==> src/shared/rcpll_pkg.sv <==
// constants, codes and carriers for the rc trim / pll / clock select block
// assumes a 100 MHz mclk and 8-bit register data on a plain strobe port
package rcpll_pkg;

    // =======================================================
    // clock and time base
    localparam int MCLK_HZ = 100_000_000;
    localparam int WDT_HZ = 128_000;
    // watchdog oscillator emulated by dividing mclk
    localparam int WDT_DIV = MCLK_HZ / WDT_HZ;
    // reset time-outs in microseconds, ticks round up
    localparam int DLY_S_US = 4100;
    localparam int DLY_L_US = 65000;
    localparam int DLYP_S_US = 4000;
    localparam int DLYP_L_US = 64000;
    localparam int DLY_S_TK = (DLY_S_US * 128 + 999) / 1000;
    localparam int DLY_L_TK = (DLY_L_US * 128 + 999) / 1000;
    localparam int DLYP_S_TK = (DLYP_S_US * 128 + 999) / 1000;
    localparam int DLYP_L_TK = (DLYP_L_US * 128 + 999) / 1000;
    // pll lock interval
    localparam int LOCK_MS = 100;
    localparam int LOCK_CYC = LOCK_MS * (MCLK_HZ / 1000);
    // clock-count delays
    localparam int RST_CK = 14;
    localparam int WAKE_RC_CK = 6;
    localparam int WAKE_PLL_CK = 1024;
    localparam int WAKE_PLL_LONG_CK = 16384;

    // =======================================================
    // register offsets
    localparam logic [7:0] OFS_RC_TRIM = 8'h00;
    localparam logic [7:0] OFS_PLL_CSR = 8'h01;
    localparam logic [7:0] OFS_SYS_DIV = 8'h02;
    localparam logic [7:0] OFS_STATUS = 8'h03;
    // pll control / status bit positions
    localparam int PLL_LOCK_BIT = 0;
    localparam int PLL_ON_BIT = 1;
    localparam int PLL_RATE_BIT = 2;
    // reset values of the system divider field
    localparam logic [3:0] DIV_RST_8 = 4'h3;
    localparam logic [3:0] DIV_RST_1 = 4'h0;
    // clock-source fuse codes
    localparam logic [3:0] SRC_EXT = 4'h0;
    localparam logic [3:0] SRC_PLL_EXT = 4'h1;
    localparam logic [3:0] SRC_RC = 4'h2;
    localparam logic [3:0] SRC_PLL_RC = 4'h3;
    // rank offset of the upper trim range (below 0x7f keeps overlap)
    localparam logic [8:0] RANGE_STEP = 9'h040;

    // fuse bundle
    typedef struct packed {
        logic [3:0] src;
        logic [1:0] startup_fuses;
        logic rst_pin_off;
        logic div8;
    } rcpll_fuse_t;

    // register port request
    typedef struct packed {
        logic wr;
        logic rd;
        logic [7:0] addr;
        logic [7:0] wdata;
    } rcpll_bus_t;

    // reset / sleep sequencer
    typedef enum logic [2:0] {
        ST_INIT = 3'b000,
        ST_RCK = 3'b001,
        ST_RWDT = 3'b010,
        ST_RUN = 3'b011,
        ST_SLEEP = 3'b100,
        ST_WAKE = 3'b101
    } rcpll_state_t;

endpackage

==> src/hw/rcpll_top.sv <==
// rc oscillator trim, start-up delays, pll control and clock select
// assumes fuses and calibration byte are static, register port on mclk,
// ext_clk_pin asynchronous to mclk
//
// Operation
// - reset loads factory calibration into trim
// - fuse code 0010 selects internal rc
// - rc wake 6 clocks, reset delays by code
// - reset-pin-off fuse lengthens shortest rc delay
// - trim top bit selects overlapping range
// - low seven bits tune monotonically upward
// - trim is software writable, retunes immediately
// - pll multiplies 1 MHz rc reference by 64
// - pll tracks trim, unlocks above reference
// - enable bit runs pll and rc
// - pll enable reads one when pll clocks system
// - lock flag after lock interval enables fast clock
// - rate bit picks 64 or 32 MHz
// - csr bits 7..3 read zero
// - deep sleep turns off rc reference and pll
// - pll wake 1K/16K, reset delays by code
// - fuse code 0000 selects external clock pin
// - external clock wake 6, reset delays by code
// - reset time-out timed by watchdog oscillator
// - watchdog oscillator runs at 128 kHz
// - divider resets to 0011 with div8 fuse
//
// Decided for this implementation: the address map and the address-and-strobe port.
`timescale 1ns/10ps

module rcpll_top
#(
    parameter int LOCK_CYC = rcpll_pkg::LOCK_CYC,
    parameter int DLY_L_TK = rcpll_pkg::DLY_L_TK,
    parameter int DLYP_L_TK = rcpll_pkg::DLYP_L_TK,
    parameter int WAKE_PLL_LONG_CK = rcpll_pkg::WAKE_PLL_LONG_CK
)
(
    // clock, reset, enable
    input wire logic mclk,
    input wire logic rst_b,
    input wire logic clk_en,
    // register port
    input wire rcpll_pkg::rcpll_bus_t bus,
    output logic [7:0] rdata,
    // fuses and factory calibration byte
    input wire rcpll_pkg::rcpll_fuse_t fuse,
    input wire logic [7:0] cal_byte,
    // sleep control from the power manager
    input wire logic sleep_req,
    input wire logic sleep_deep,
    // external clock pin
    input wire logic ext_clk_pin,
    // oscillator and clock status
    output logic [7:0] rc_trim_out,
    output logic [8:0] rc_freq_rank,
    output logic rc_run,
    output logic pll_run,
    output logic pll_locked_flag,
    output logic pll_saturated,
    output logic fast_periph_en,
    output logic fast_rate_64,
    output logic [3:0] sys_div_field,
    output logic sys_src_ext,
    output logic core_ready,
    output logic wdt_tick,
    output logic ext_clk_edge
);

    // =======================================================
    // state
    rcpll_pkg::rcpll_state_t state;
    rcpll_pkg::rcpll_state_t next_state;
    logic [7:0] rc_trim_reg; // live trim
    logic [7:0] cal_ref; // trim giving the nominal 1 MHz reference
    logic pll_on_bit; // software enable
    logic pll_rate_select; // 1: 64 MHz output
    logic [3:0] div_reg; // system divider field
    logic [15:0] ck_cnt; // clock-count delays
    logic [9:0] wdt_div; // watchdog oscillator emulation
    logic [13:0] wdt_cnt; // watchdog ticks waited
    logic [23:0] lock_cnt; // pll lock interval
    logic lock_done;
    logic [2:0] ext_sync; // [0],[1] synchroniser, [2] history

    // =======================================================
    // source decode
    // rc is system clock on its code
    wire src_rc = fuse.src == rcpll_pkg::SRC_RC;
    wire src_ext = fuse.src == rcpll_pkg::SRC_EXT;
    wire src_pll = (fuse.src == rcpll_pkg::SRC_PLL_RC)
        || (fuse.src == rcpll_pkg::SRC_PLL_EXT);

    // forced enable while pll clocks the system
    wire pll_on_eff = pll_on_bit | src_pll;
    // deep sleep stops reference and pll
    wire deep_off = (state == rcpll_pkg::ST_SLEEP) && sleep_deep;
    // enable starts rc as the pll reference
    wire rc_need = src_rc | pll_on_eff;
    wire next_rc_run = rc_need && !deep_off;
    wire next_pll_run = pll_on_eff && !deep_off;

    // =======================================================
    // trim rank: a monotone stand-in for the rc frequency
    // upper range offset by less than full span
    function automatic logic [8:0] trim_rank(input logic [7:0] t);
        trim_rank = {2'b00, t[6:0]}
            + (t[7] ? rcpll_pkg::RANGE_STEP : 9'h000);
    endfunction

    wire [8:0] rank_now = trim_rank(rc_trim_reg);
    // reference above 1 MHz saturates and unlocks
    wire over_ref = rank_now > trim_rank(cal_ref);

    // =======================================================
    // reset delay selection
    // time-out counted in watchdog ticks
    // programmed reset-pin-off fuse lengthens the shortest rc / external delay
    wire [13:0] tk_none = (!src_pll && fuse.rst_pin_off)
        ? 14'(rcpll_pkg::DLY_S_TK) : 14'h0000;
    // rc / external / pll short delay
    wire [13:0] tk_short = src_pll ? 14'(rcpll_pkg::DLYP_S_TK)
        : 14'(rcpll_pkg::DLY_S_TK);
    // pll long delay, rc and external long delay
    wire [13:0] tk_long = src_pll ? 14'(DLYP_L_TK) : 14'(DLY_L_TK);
    // reserved for rc / external: the longest delay is the safe guess
    wire [13:0] tk_resv = src_pll ? 14'h0000 : 14'(DLY_L_TK);
    wire [13:0] rst_ticks = (fuse.startup_fuses == 2'b00) ? tk_none
        : (fuse.startup_fuses == 2'b01) ? tk_short
        : (fuse.startup_fuses == 2'b10) ? tk_long : tk_resv;

    // wake-up clock count
    // rc wake / external wake / pll wake
    wire [15:0] wake_ck = !src_pll ? 16'(rcpll_pkg::WAKE_RC_CK)
        : (fuse.startup_fuses == 2'b11) ? 16'(WAKE_PLL_LONG_CK)
        : 16'(rcpll_pkg::WAKE_PLL_CK);

    // =======================================================
    // watchdog oscillator tick
    // 128 kHz tick from mclk
    wire wdt_wrap = wdt_div == 10'(rcpll_pkg::WDT_DIV - 1);
    wire [9:0] next_wdt_div = wdt_wrap ? 10'h000 : wdt_div + 10'h001;

    always_ff @(posedge mclk or negedge rst_b)
    begin
        if (!rst_b)
        begin
            wdt_div <= 10'h000;
            wdt_tick <= 1'b0;
        end
        else if (clk_en)
        begin
            wdt_div <= next_wdt_div;
            wdt_tick <= wdt_wrap;
        end
    end

    // =======================================================
    // sequencer: reset delay, run, sleep, wake
    wire ck_done14 = ck_cnt == 16'(rcpll_pkg::RST_CK - 1);
    wire wake_done = ck_cnt == wake_ck - 16'h0001;
    wire wdt_done = wdt_cnt >= rst_ticks;

    always_comb
    begin
        next_state = state;
        unique case (state)
            rcpll_pkg::ST_INIT:
                next_state = rcpll_pkg::ST_RCK;
            rcpll_pkg::ST_RCK:
                if (ck_done14)
                    next_state = rcpll_pkg::ST_RWDT;
            rcpll_pkg::ST_RWDT:
                if (wdt_done)
                    next_state = rcpll_pkg::ST_RUN;
            rcpll_pkg::ST_RUN:
                if (sleep_req)
                    next_state = rcpll_pkg::ST_SLEEP;
            rcpll_pkg::ST_SLEEP:
                if (!sleep_req)
                    next_state = rcpll_pkg::ST_WAKE;
            rcpll_pkg::ST_WAKE:
                if (wake_done)
                    next_state = rcpll_pkg::ST_RUN;
            default:
                next_state = rcpll_pkg::ST_INIT;
        endcase
    end

    // clock count restarts on each state change
    wire state_chg = next_state != state;
    wire [15:0] next_ck_cnt = state_chg ? 16'h0000 : ck_cnt + 16'h0001;
    wire [13:0] next_wdt_cnt = (state != rcpll_pkg::ST_RWDT) ? 14'h0000
        : wdt_tick ? wdt_cnt + 14'h0001 : wdt_cnt;

    always_ff @(posedge mclk or negedge rst_b)
    begin
        if (!rst_b)
        begin
            state <= rcpll_pkg::ST_INIT;
            ck_cnt <= 16'h0000;
            wdt_cnt <= 14'h0000;
            core_ready <= 1'b0;
        end
        else if (clk_en)
        begin
            state <= next_state;
            ck_cnt <= next_ck_cnt;
            wdt_cnt <= next_wdt_cnt;
            core_ready <= next_state == rcpll_pkg::ST_RUN;
        end
    end

    // =======================================================
    // register port decode
    wire wr_trim = bus.wr && (bus.addr == rcpll_pkg::OFS_RC_TRIM);
    wire wr_csr = bus.wr && (bus.addr == rcpll_pkg::OFS_PLL_CSR);
    wire wr_div = bus.wr && (bus.addr == rcpll_pkg::OFS_SYS_DIV);
    wire init = state == rcpll_pkg::ST_INIT;

    // registers: loaded in the first cycle after reset release so no
    // port value feeds an asynchronous reset
    always_ff @(posedge mclk or negedge rst_b)
    begin
        if (!rst_b)
        begin
            rc_trim_reg <= 8'h00;
            cal_ref <= 8'h00;
            pll_on_bit <= 1'b0;
            pll_rate_select <= 1'b0;
            div_reg <= 4'h0;
        end
        else if (clk_en)
        begin
            if (init)
            begin
                rc_trim_reg <= cal_byte;
                cal_ref <= cal_byte;
                div_reg <= fuse.div8 ? rcpll_pkg::DIV_RST_8
                    : rcpll_pkg::DIV_RST_1;
            end
            else
            begin
                if (wr_trim)
                    rc_trim_reg <= bus.wdata;
                if (wr_csr)
                begin
                    pll_on_bit <= bus.wdata[rcpll_pkg::PLL_ON_BIT];
                    pll_rate_select <= bus.wdata[rcpll_pkg::PLL_RATE_BIT];
                end
                if (wr_div)
                    div_reg <= bus.wdata[3:0];
            end
        end
    end

    // =======================================================
    // pll lock interval
    // disable or deep sleep restarts the lock interval
    wire lock_wrap = lock_cnt == 24'(LOCK_CYC - 1);
    wire [23:0] next_lock_cnt = !next_pll_run ? 24'h000000
        : lock_done ? lock_cnt : lock_cnt + 24'h000001;
    wire next_lock_done = next_pll_run && (lock_done || lock_wrap);
    // locked after interval / not while saturated
    wire next_locked = next_lock_done && !over_ref;

    always_ff @(posedge mclk or negedge rst_b)
    begin
        if (!rst_b)
        begin
            lock_cnt <= 24'h000000;
            lock_done <= 1'b0;
        end
        else if (clk_en)
        begin
            lock_cnt <= next_lock_cnt;
            lock_done <= next_lock_done;
        end
    end

    // =======================================================
    // read data, valid the cycle after the read strobe
    // upper bits read zero; bit 2 rate, bit 1 enable, bit 0 lock
    // enable reads one under pll system clock
    wire [7:0] rd_csr = {5'b00000, pll_rate_select, pll_on_eff,
        pll_locked_flag};
    wire [7:0] rd_stat = {3'b000, pll_saturated, sys_src_ext, core_ready,
        pll_run, rc_run};
    wire [7:0] rd_mux = (bus.addr == rcpll_pkg::OFS_RC_TRIM) ? rc_trim_reg
        : (bus.addr == rcpll_pkg::OFS_PLL_CSR) ? rd_csr
        : (bus.addr == rcpll_pkg::OFS_SYS_DIV) ? {4'h0, div_reg}
        : (bus.addr == rcpll_pkg::OFS_STATUS) ? rd_stat : 8'h00;

    always_ff @(posedge mclk or negedge rst_b)
    begin
        if (!rst_b)
            rdata <= 8'h00;
        else if (clk_en)
            rdata <= bus.rd ? rd_mux : 8'h00;
    end

    // =======================================================
    // external clock pin: two-flop synchroniser, edge from stage 2/3
    // pin rate limits are the source's duty; only edges are seen
    wire ext_rise = ext_sync[1] && !ext_sync[2];

    always_ff @(posedge mclk or negedge rst_b)
    begin
        if (!rst_b)
        begin
            ext_sync <= 3'b000;
            ext_clk_edge <= 1'b0;
        end
        else if (clk_en)
        begin
            ext_sync <= {ext_sync[1:0], ext_clk_pin};
            // edges counted only with external source
            ext_clk_edge <= ext_rise && src_ext;
        end
    end

    // =======================================================
    // registered status outputs
    // x64 of the 1 MHz reference; rate bit sets 64 or 32
    always_ff @(posedge mclk or negedge rst_b)
    begin
        if (!rst_b)
        begin
            rc_trim_out <= 8'h00;
            rc_freq_rank <= 9'h000;
            rc_run <= 1'b0;
            pll_run <= 1'b0;
            pll_locked_flag <= 1'b0;
            pll_saturated <= 1'b0;
            fast_periph_en <= 1'b0;
            fast_rate_64 <= 1'b0;
            sys_div_field <= 4'h0;
            sys_src_ext <= 1'b0;
        end
        else if (clk_en)
        begin
            rc_trim_out <= rc_trim_reg;
            rc_freq_rank <= rank_now;
            rc_run <= next_rc_run;
            pll_run <= next_pll_run;
            // clears at once when enable drops
            pll_locked_flag <= next_locked;
            pll_saturated <= next_pll_run && over_ref;
            fast_periph_en <= next_locked;
            fast_rate_64 <= pll_rate_select;
            sys_div_field <= div_reg;
            sys_src_ext <= src_ext;
        end
    end

endmodule

==> config.mk <==
export PLATFORM = sky130hd
export DESIGN_NAME = rcpll_top
export DESIGN_NICKNAME = d
export VERILOG_FILES = /design/src/shared/rcpll_pkg.sv /design/src/hw/rcpll_top.sv
export SDC_FILE = /design/constraint.sdc
export NUM_CORES = 1
export LEC_CHECK = 0
export BUFFER_PORTS_ARGS = -buffer_cell sky130_fd_sc_hd__buf_4
export CAP_MARGIN = 20
export CORE_AREA = 3 3 90 126
export CTS_BUF_LIST = sky130_fd_sc_hd__clkbuf_16
export DETAILED_ROUTE_END_ITERATION = 12
export DIE_AREA = 0 0 93 129
export GPL_ROUTABILITY_DRIVEN = 0
export PLACE_DENSITY = 0.84
export SYNTH_ARGS = -nofsm -noshare
export SYNTH_HDL_FRONTEND = slang
export SYNTH_SLANG_ARGS = --single-unit
export TNS_END_PERCENT = 50
==> constraint.sdc <==
create_clock -name mclk -period 3.9 [get_ports mclk]
set_input_delay 0.195 -clock mclk [delete_from_list [all_inputs] [get_ports mclk]]
set_output_delay 0.195 -clock mclk [all_outputs]
set_load 0.02 [all_outputs]
### Yosys cells after proc, flatten, opt, wreduce, memory -nomap -nowiden

Cells that the tools add are included.

| cells by class | value |
|---|---|
| bitwise logic cells | 3 |
| shift-type cells | 0 |
| equality and inequality tests | 22 |
| reductions and logical operators | 31 |
| multiply operators | 0 |
| add/subtract/negate cells | 7 |
| div/mod/pow operators | 0 |
| order comparisons | 2 |
| multiplexer cells | 33 |

Operators by type and width:

| cell | count |
|---|---|
| two-way mux 14 bit | 6 |
| two-way mux 24 bit | 2 |
| two-way mux 8 bit | 5 |
| two-way mux 15 bit | 2 |
| adder 24 x 1 -> 24 bit (second input constant) | 1 |
| == test 24 bit (second input constant) | 1 |
| two-way mux 10 bit | 2 |
| one-hot mux 3 bit (6 select lines) | 1 |
| adder 16 x 1 -> 16 bit (second input constant) | 1 |
| adder 7 x 7 -> 8 bit | 2 |
| == test 16 bit | 1 |
| == test 16 x 4 -> 1 bit (second input constant) | 1 |
| == test 8 x 2 -> 1 bit (second input constant) | 2 |
| two-way mux 16 bit | 1 |
| subtractor 15 x 1 -> 16 bit (second input constant) | 1 |
| two-way mux 3 bit | 5 |
| two-way mux 5 bit | 3 |
| adder 14 x 1 -> 14 bit (second input constant) | 1 |
| >= comparator 14 bit | 1 |
| two-way mux 7 bit | 2 |
| logical AND 1 bit | 12 |
| two-way mux 4 bit | 3 |
| adder 10 x 1 -> 10 bit (second input constant) | 1 |
| == test 10 bit (second input constant) | 1 |
| other kinds (24) | 40 |

| storage, ports and cells | value |
|---|---|
| register bits | 131 |
| bits in writable memories | 0 |
| bits in read-only memories | 0 |
| input port bits | 40 |
| memories kept | 0 |
| output and inout bits | 39 |
| bits in latches | 0 |
| logic and storage cells | 123 |

### Depth between registers and ports, before layout

| depth | value |
|---|---|
| depth after elaboration | 11 |
| gate-level depth with buffers | 11 |
| mapped depth without buffers | 10 |

### Least setup slack after synthesis

Ideal clock, no wire load.

| path | value |
|---|---|
| path kind | input port to flip-flop |
| start | input port fuse[4] (netlist name) |
| end | register ck_cnt[10] |
| path slack | 1270 ps |
| cell stages on the path | 11 |
| buffers on the path | 1 |
| data arrival time | 2558 ps |
| required time | 3829 ps |
| path through | nor3b_4 or3_1 inv_1 ha_1 or3b_2 or4_1 o311ai_1 or3_1 a31oi_1 buf_2 nor2_1 |

| on the way | value |
|---|---|
| word-level cells in the longest chain between the ends | 11 |

RTL lines:

| item | RTL line | source |
|---|---|---|
| start, declared | rcpll_top.sv:47 | `input wire rcpll_pkg::rcpll_fuse_t fuse,` |
| == test 4 x 2 -> 1 bit / == test 4 x 1 -> 1 bit (equally long branches) | rcpll_top.sv:91, rcpll_top.sv:92 |  |
| logical OR 1 bit (*) | rcpll_top.sv:92 | `\|\| (fuse.src == rcpll_pkg::SRC_PLL_EXT);` |
| branches (longest 6 deep; another with subtractor 15 x 1 -> 16 bit) | n/a |  |
| one-hot mux 3 bit (6 select lines) (*) | rcpll_top.sv:167 | `unique case (state)` |
| inequality test 3 bit (*) | rcpll_top.sv:191 | `wire state_chg = next_state != state;` |
| two-way mux 16 bit (*) | rcpll_top.sv:192 | `wire [15:0] next_ck_cnt = state_chg ? 16'h0000 : ck_cnt + 16'h0001;` |
| end signal, assigned | rcpll_top.sv:208 | `ck_cnt <= next_ck_cnt;` |
| end, declared | rcpll_top.sv:79 | `logic [15:0] ck_cnt;` |

Every way passes the cells marked *.
A chain may end at the register's enable or synchronous reset.

### Worst setup path after layout

| path | value |
|---|---|
| start | register ck_cnt[4] |
| end | register ck_cnt[4] |

| on the way | value |
|---|---|
| word-level cells in the longest chain between the ends | 5 |

RTL lines:

| item | RTL line |
|---|---|
| == test 16 bit / == test 16 x 4 -> 1 bit (equally long branches) | rcpll_top.sv:161, rcpll_top.sv:160 |
| two-way mux 3 bit, on equally long branches | rcpll_top.sv:183, rcpll_top.sv:171 |
| one-hot mux 3 bit (6 select lines) | rcpll_top.sv:167 |
| inequality test 3 bit | rcpll_top.sv:191 |
| two-way mux 16 bit (*) | rcpll_top.sv:192 |

Every way passes the cells marked *; elsewhere a longest branch is shown, timed or not.

==> results.sh <==
export IMPL_status="complete, no violations"
export IMPL_io_pins=79
export IMPL_finalSetupTns_ns=0
export IMPL_maxCapViolations=0
export IMPL_regMostFlops="lock_cnt"
export IMPL_top_regs="lock_cnt (24), ck_cnt (16), wdt_cnt (14)"
export IMPL_drt_iter0_markers=403
export IMPL_finClkSkew_ns=0.00640
export IMPL_vdd_drop_max_mv=0.382
export IMPL_synthFlopType="dfrtp_1"
export IMPL_antenna_found_initial=0
export IMPL_drive_gt1_share_pct=19.9
export IMPL_grt_remaining_overflow=0
export IMPL_netlist_area_um2=6430
export IMPL_crit_path_end_kind="flip-flop"
export IMPL_die_area_um2=12000
export IMPL_grt_usage_pct=27.1
export IMPL_rows=44
export IMPL_fin_nets=793
export IMPL_synth_edf_count=0
export IMPL_post_cts_setup_buffer_count=0
export IMPL_worst_endpoint_arrival_ns=3.14
export IMPL_hold_depth=2
export IMPL_firstDrtPassIters=5
export IMPL_yosys_area_top_type="dfrtp_1"
export IMPL_async_flop_share_pct=100
export IMPL_finalMaxSlewViolations=0
export IMPL_synth_warnings=0
export IMPL_utilization_pct=74.1
export IMPL_initial_core_util_pct=62.1
export IMPL_rsz0062_at_grt="no"
export IMPL_clock_latency_ns=0.41
export IMPL_cts_tree="done"
export IMPL_antenna_cells=0
export IMPL_cts_buffers=17
export IMPL_powerDensity_nw_per_um2=580
export IMPL_worstMarginPinSlew_ns=1.01
export IMPL_cts_num_sinks=124
export IMPL_max_slew_margin_pct=32.5
export IMPL_period_minus_slack_ns=2.90
export IMPL_detailed_place_hpwl_um=10600
export IMPL_cts_root_buffer_cell="clkbuf_16"
export IMPL_finalHoldViolations=0
export IMPL_min_to="ext_sync[0]"
export IMPL_cp_required_ns=4.15
export IMPL_detail_route_antenna_nets=0
export IMPL_cp_max_fo=12
export IMPL_r2r_slack_ns=1.00
export IMPL_cts_hold_buf=1
export IMPL_clk_path_buf_depth=2
export IMPL_fin_crit_sh_pct=74.3
export IMPL_num_vias=5319
export IMPL_leakagePower_nw=3.58
export IMPL_synth_top_cell_area_share_pct=48.3
export IMPL_synthesis_nets=719
export IMPL_ys_ff_latch=124
export IMPL_setup_violations=0
export IMPL_core_um2=10300
export IMPL_port_buffers=77
export IMPL_clkTransAtPathRegs_ns=0.05
export IMPL_fmax_ghz=0.345
export IMPL_worst_r2r_endpoint="ck_cnt[4]"
export IMPL_wirelength_um=15400
export IMPL_rr_startpoint="ck_cnt[4]"
export IMPL_synth_seq_area_share_pct=48.3
export IMPL_ctsResizeCount=0
export IMPL_drc=0
export IMPL_startpoint_type="flip-flop"
export IMPL_largest_reg_flops=24
export IMPL_dieWidth_um=93
export IMPL_die_h_um=129
export IMPL_grt_first_pass_wirelength_um=25400
export IMPL_area_growth_pct=19.3
export IMPL_cts_htree_levels=4
export IMPL_hp_class="input port to flip-flop"
export IMPL_synthCells=659
export IMPL_min_from="ext_clk_pin"
export IMPL_yosysUniqueCellTypes=62
export IMPL_grt_max_degree=69
export IMPL_critPathKind="flip-flop to flip-flop"
export IMPL_syn_area_per_cell_um2=9.75
export IMPL_grt_pass1_vias=5330
export IMPL_ys_top_cells_by_area="dfrtp_1 (48%), mux2_2 (5.1%), nor2_1 (4.4%), xor2_1 (4.0%), ha_1 (3.9%)"
export IMPL_wl_per_cell_um=17.5
export IMPL_vias_per_cell=6.02
export IMPL_r2r_cells=6
==> routing by layer <==
metal | up-vias | global-route usage [%] | wire length, µm
met5 | - | 0 | 0
met4 | 0 | 11.3 | 407
met3 | 38 | 5.96 | 953
met2 | 207 | 47.1 | 8110
met1 | 2608 | 32.6 | 5960
li1 | 2466 | - | -
==> placed cells by master, fill, tap and decap left out, drive strengths merged, types with 4 or more instances in the layout <==
cell type  instances
xor2              29
clkbuf            17
a31oi             11
nand4b             4
nand4             16
mux2i              7
dfrtp            124
or4                5
inv               39
o2bb2ai            7
o21ai             31
buf               82
nor3              16
mux2              29
nor2              76
nand2             66
and2               6
nand3             29
a21o               5
clkinv             4
bufinv             4
a21oi             19
and3               7
or3               13
nor4              10
xnor2             13
o22ai              5
ha                20
==> cell usage after synthesis (4+ instances only) <==
| library cell | instances |
|---|---|
| a21o_1 | 5 |
| a21oi_1 | 19 |
| a31oi_1 | 11 |
| and2_1 | 6 |
| and3_1 | 7 |
| buf_1 | 4 |
| buf_4 | 8 |
| clkbuf_1 | 12 |
| dfrtp_1 | 124 |
| ha_1 | 20 |
| inv_1 | 34 |
| mux2_2 | 29 |
| mux2i_1 | 7 |
| nand2_1 | 66 |
| nand3_1 | 28 |
| nand4_1 | 16 |
| nand4b_1 | 4 |
| nor2_1 | 76 |
| nor3_1 | 15 |
| nor4_1 | 9 |
| o21ai_0 | 31 |
| o22ai_1 | 5 |
| o2bb2ai_1 | 7 |
| or3_1 | 13 |
| xnor2_1 | 13 |
| xor2_1 | 29 |
==> worst max-delay path: stages, from the launching register on <==
cell,delay [ns]
dfrtp_1,0.44
nor4_1,0.38
nand4_1,0.14
a2111oi_1,0.48
nand4b_1,0.34
a31oi_1,0.81
nor2_1,0.14
==> worst max-delay path by stage <==
stage              start          to  slack (ns)  cells after the start
2_1_floorplan    fuse[4]  ck_cnt[10]        1.27                     11
3_3_place_gp     fuse[7]  ck_cnt[12]        0.85                     11
3_5_place_dp     fuse[7]   ck_cnt[4]        0.67                     11
4_1_cts        ck_cnt[4]   ck_cnt[4]        1.00                      6
5_1_grt        ck_cnt[4]   ck_cnt[4]        0.72                      6
6_report       ck_cnt[4]   ck_cnt[4]        1.00                      6
==> where the power goes <==
group,internal [mW],switching [mW]
sequential,1.50,0.213
clock,1.04,0.544
combinational,0.512,0.632
total,3.06,1.39
==> metrics by stage <==
stage / instances / setup WS [ns] / power [mW] / cell area, µm² / hold WS [ns]
after global placement: 851 / 0.851 / 2.78 / 7070 / 0.347
after floorplan: 659 / 1.27 / 2.44 / 6430 / -0.101
after CTS: 883 / 1.00 / 4.45 / 7670 / 0.0124
after global routing: 883 / 0.721 / 4.65 / 7670 / 0.0230
after detailed placement: 851 / 0.670 / 2.85 / 7070 / 0.363
final: 883 / 1.00 / 4.45 / 7670 / 0.0228
==> cell families (layout without fill, tap and decap cells) <==
logic type / Yosys count / in the layout / synth area share [%]
other: 1 / 1 / 0.0584
adder cells (fa/ha/maj): 20 / 20 / 3.89
buffers and inverters: 62 / 148 / 4.26
AO/OA/AOI/OAI: 105 / 105 / 10.5
flip-flops: 124 / 124 / 48.3
XOR/XNOR: 42 / 42 / 5.72
multiplexers: 36 / 36 / 6.17
AND/OR/NAND/NOR: 269 / 269 / 21.1
==> area by class of cell <==
class	instances	area (µm²)
sequential	124	3100
multi-input combinational	473	3050
fill	721	2680
timing repair buffer	83	626
clock buffer	17	425
tap	138	173
clock inverter	14	164
inverter	34	128
No activity file was read; power rests on OpenSTA's default activity.
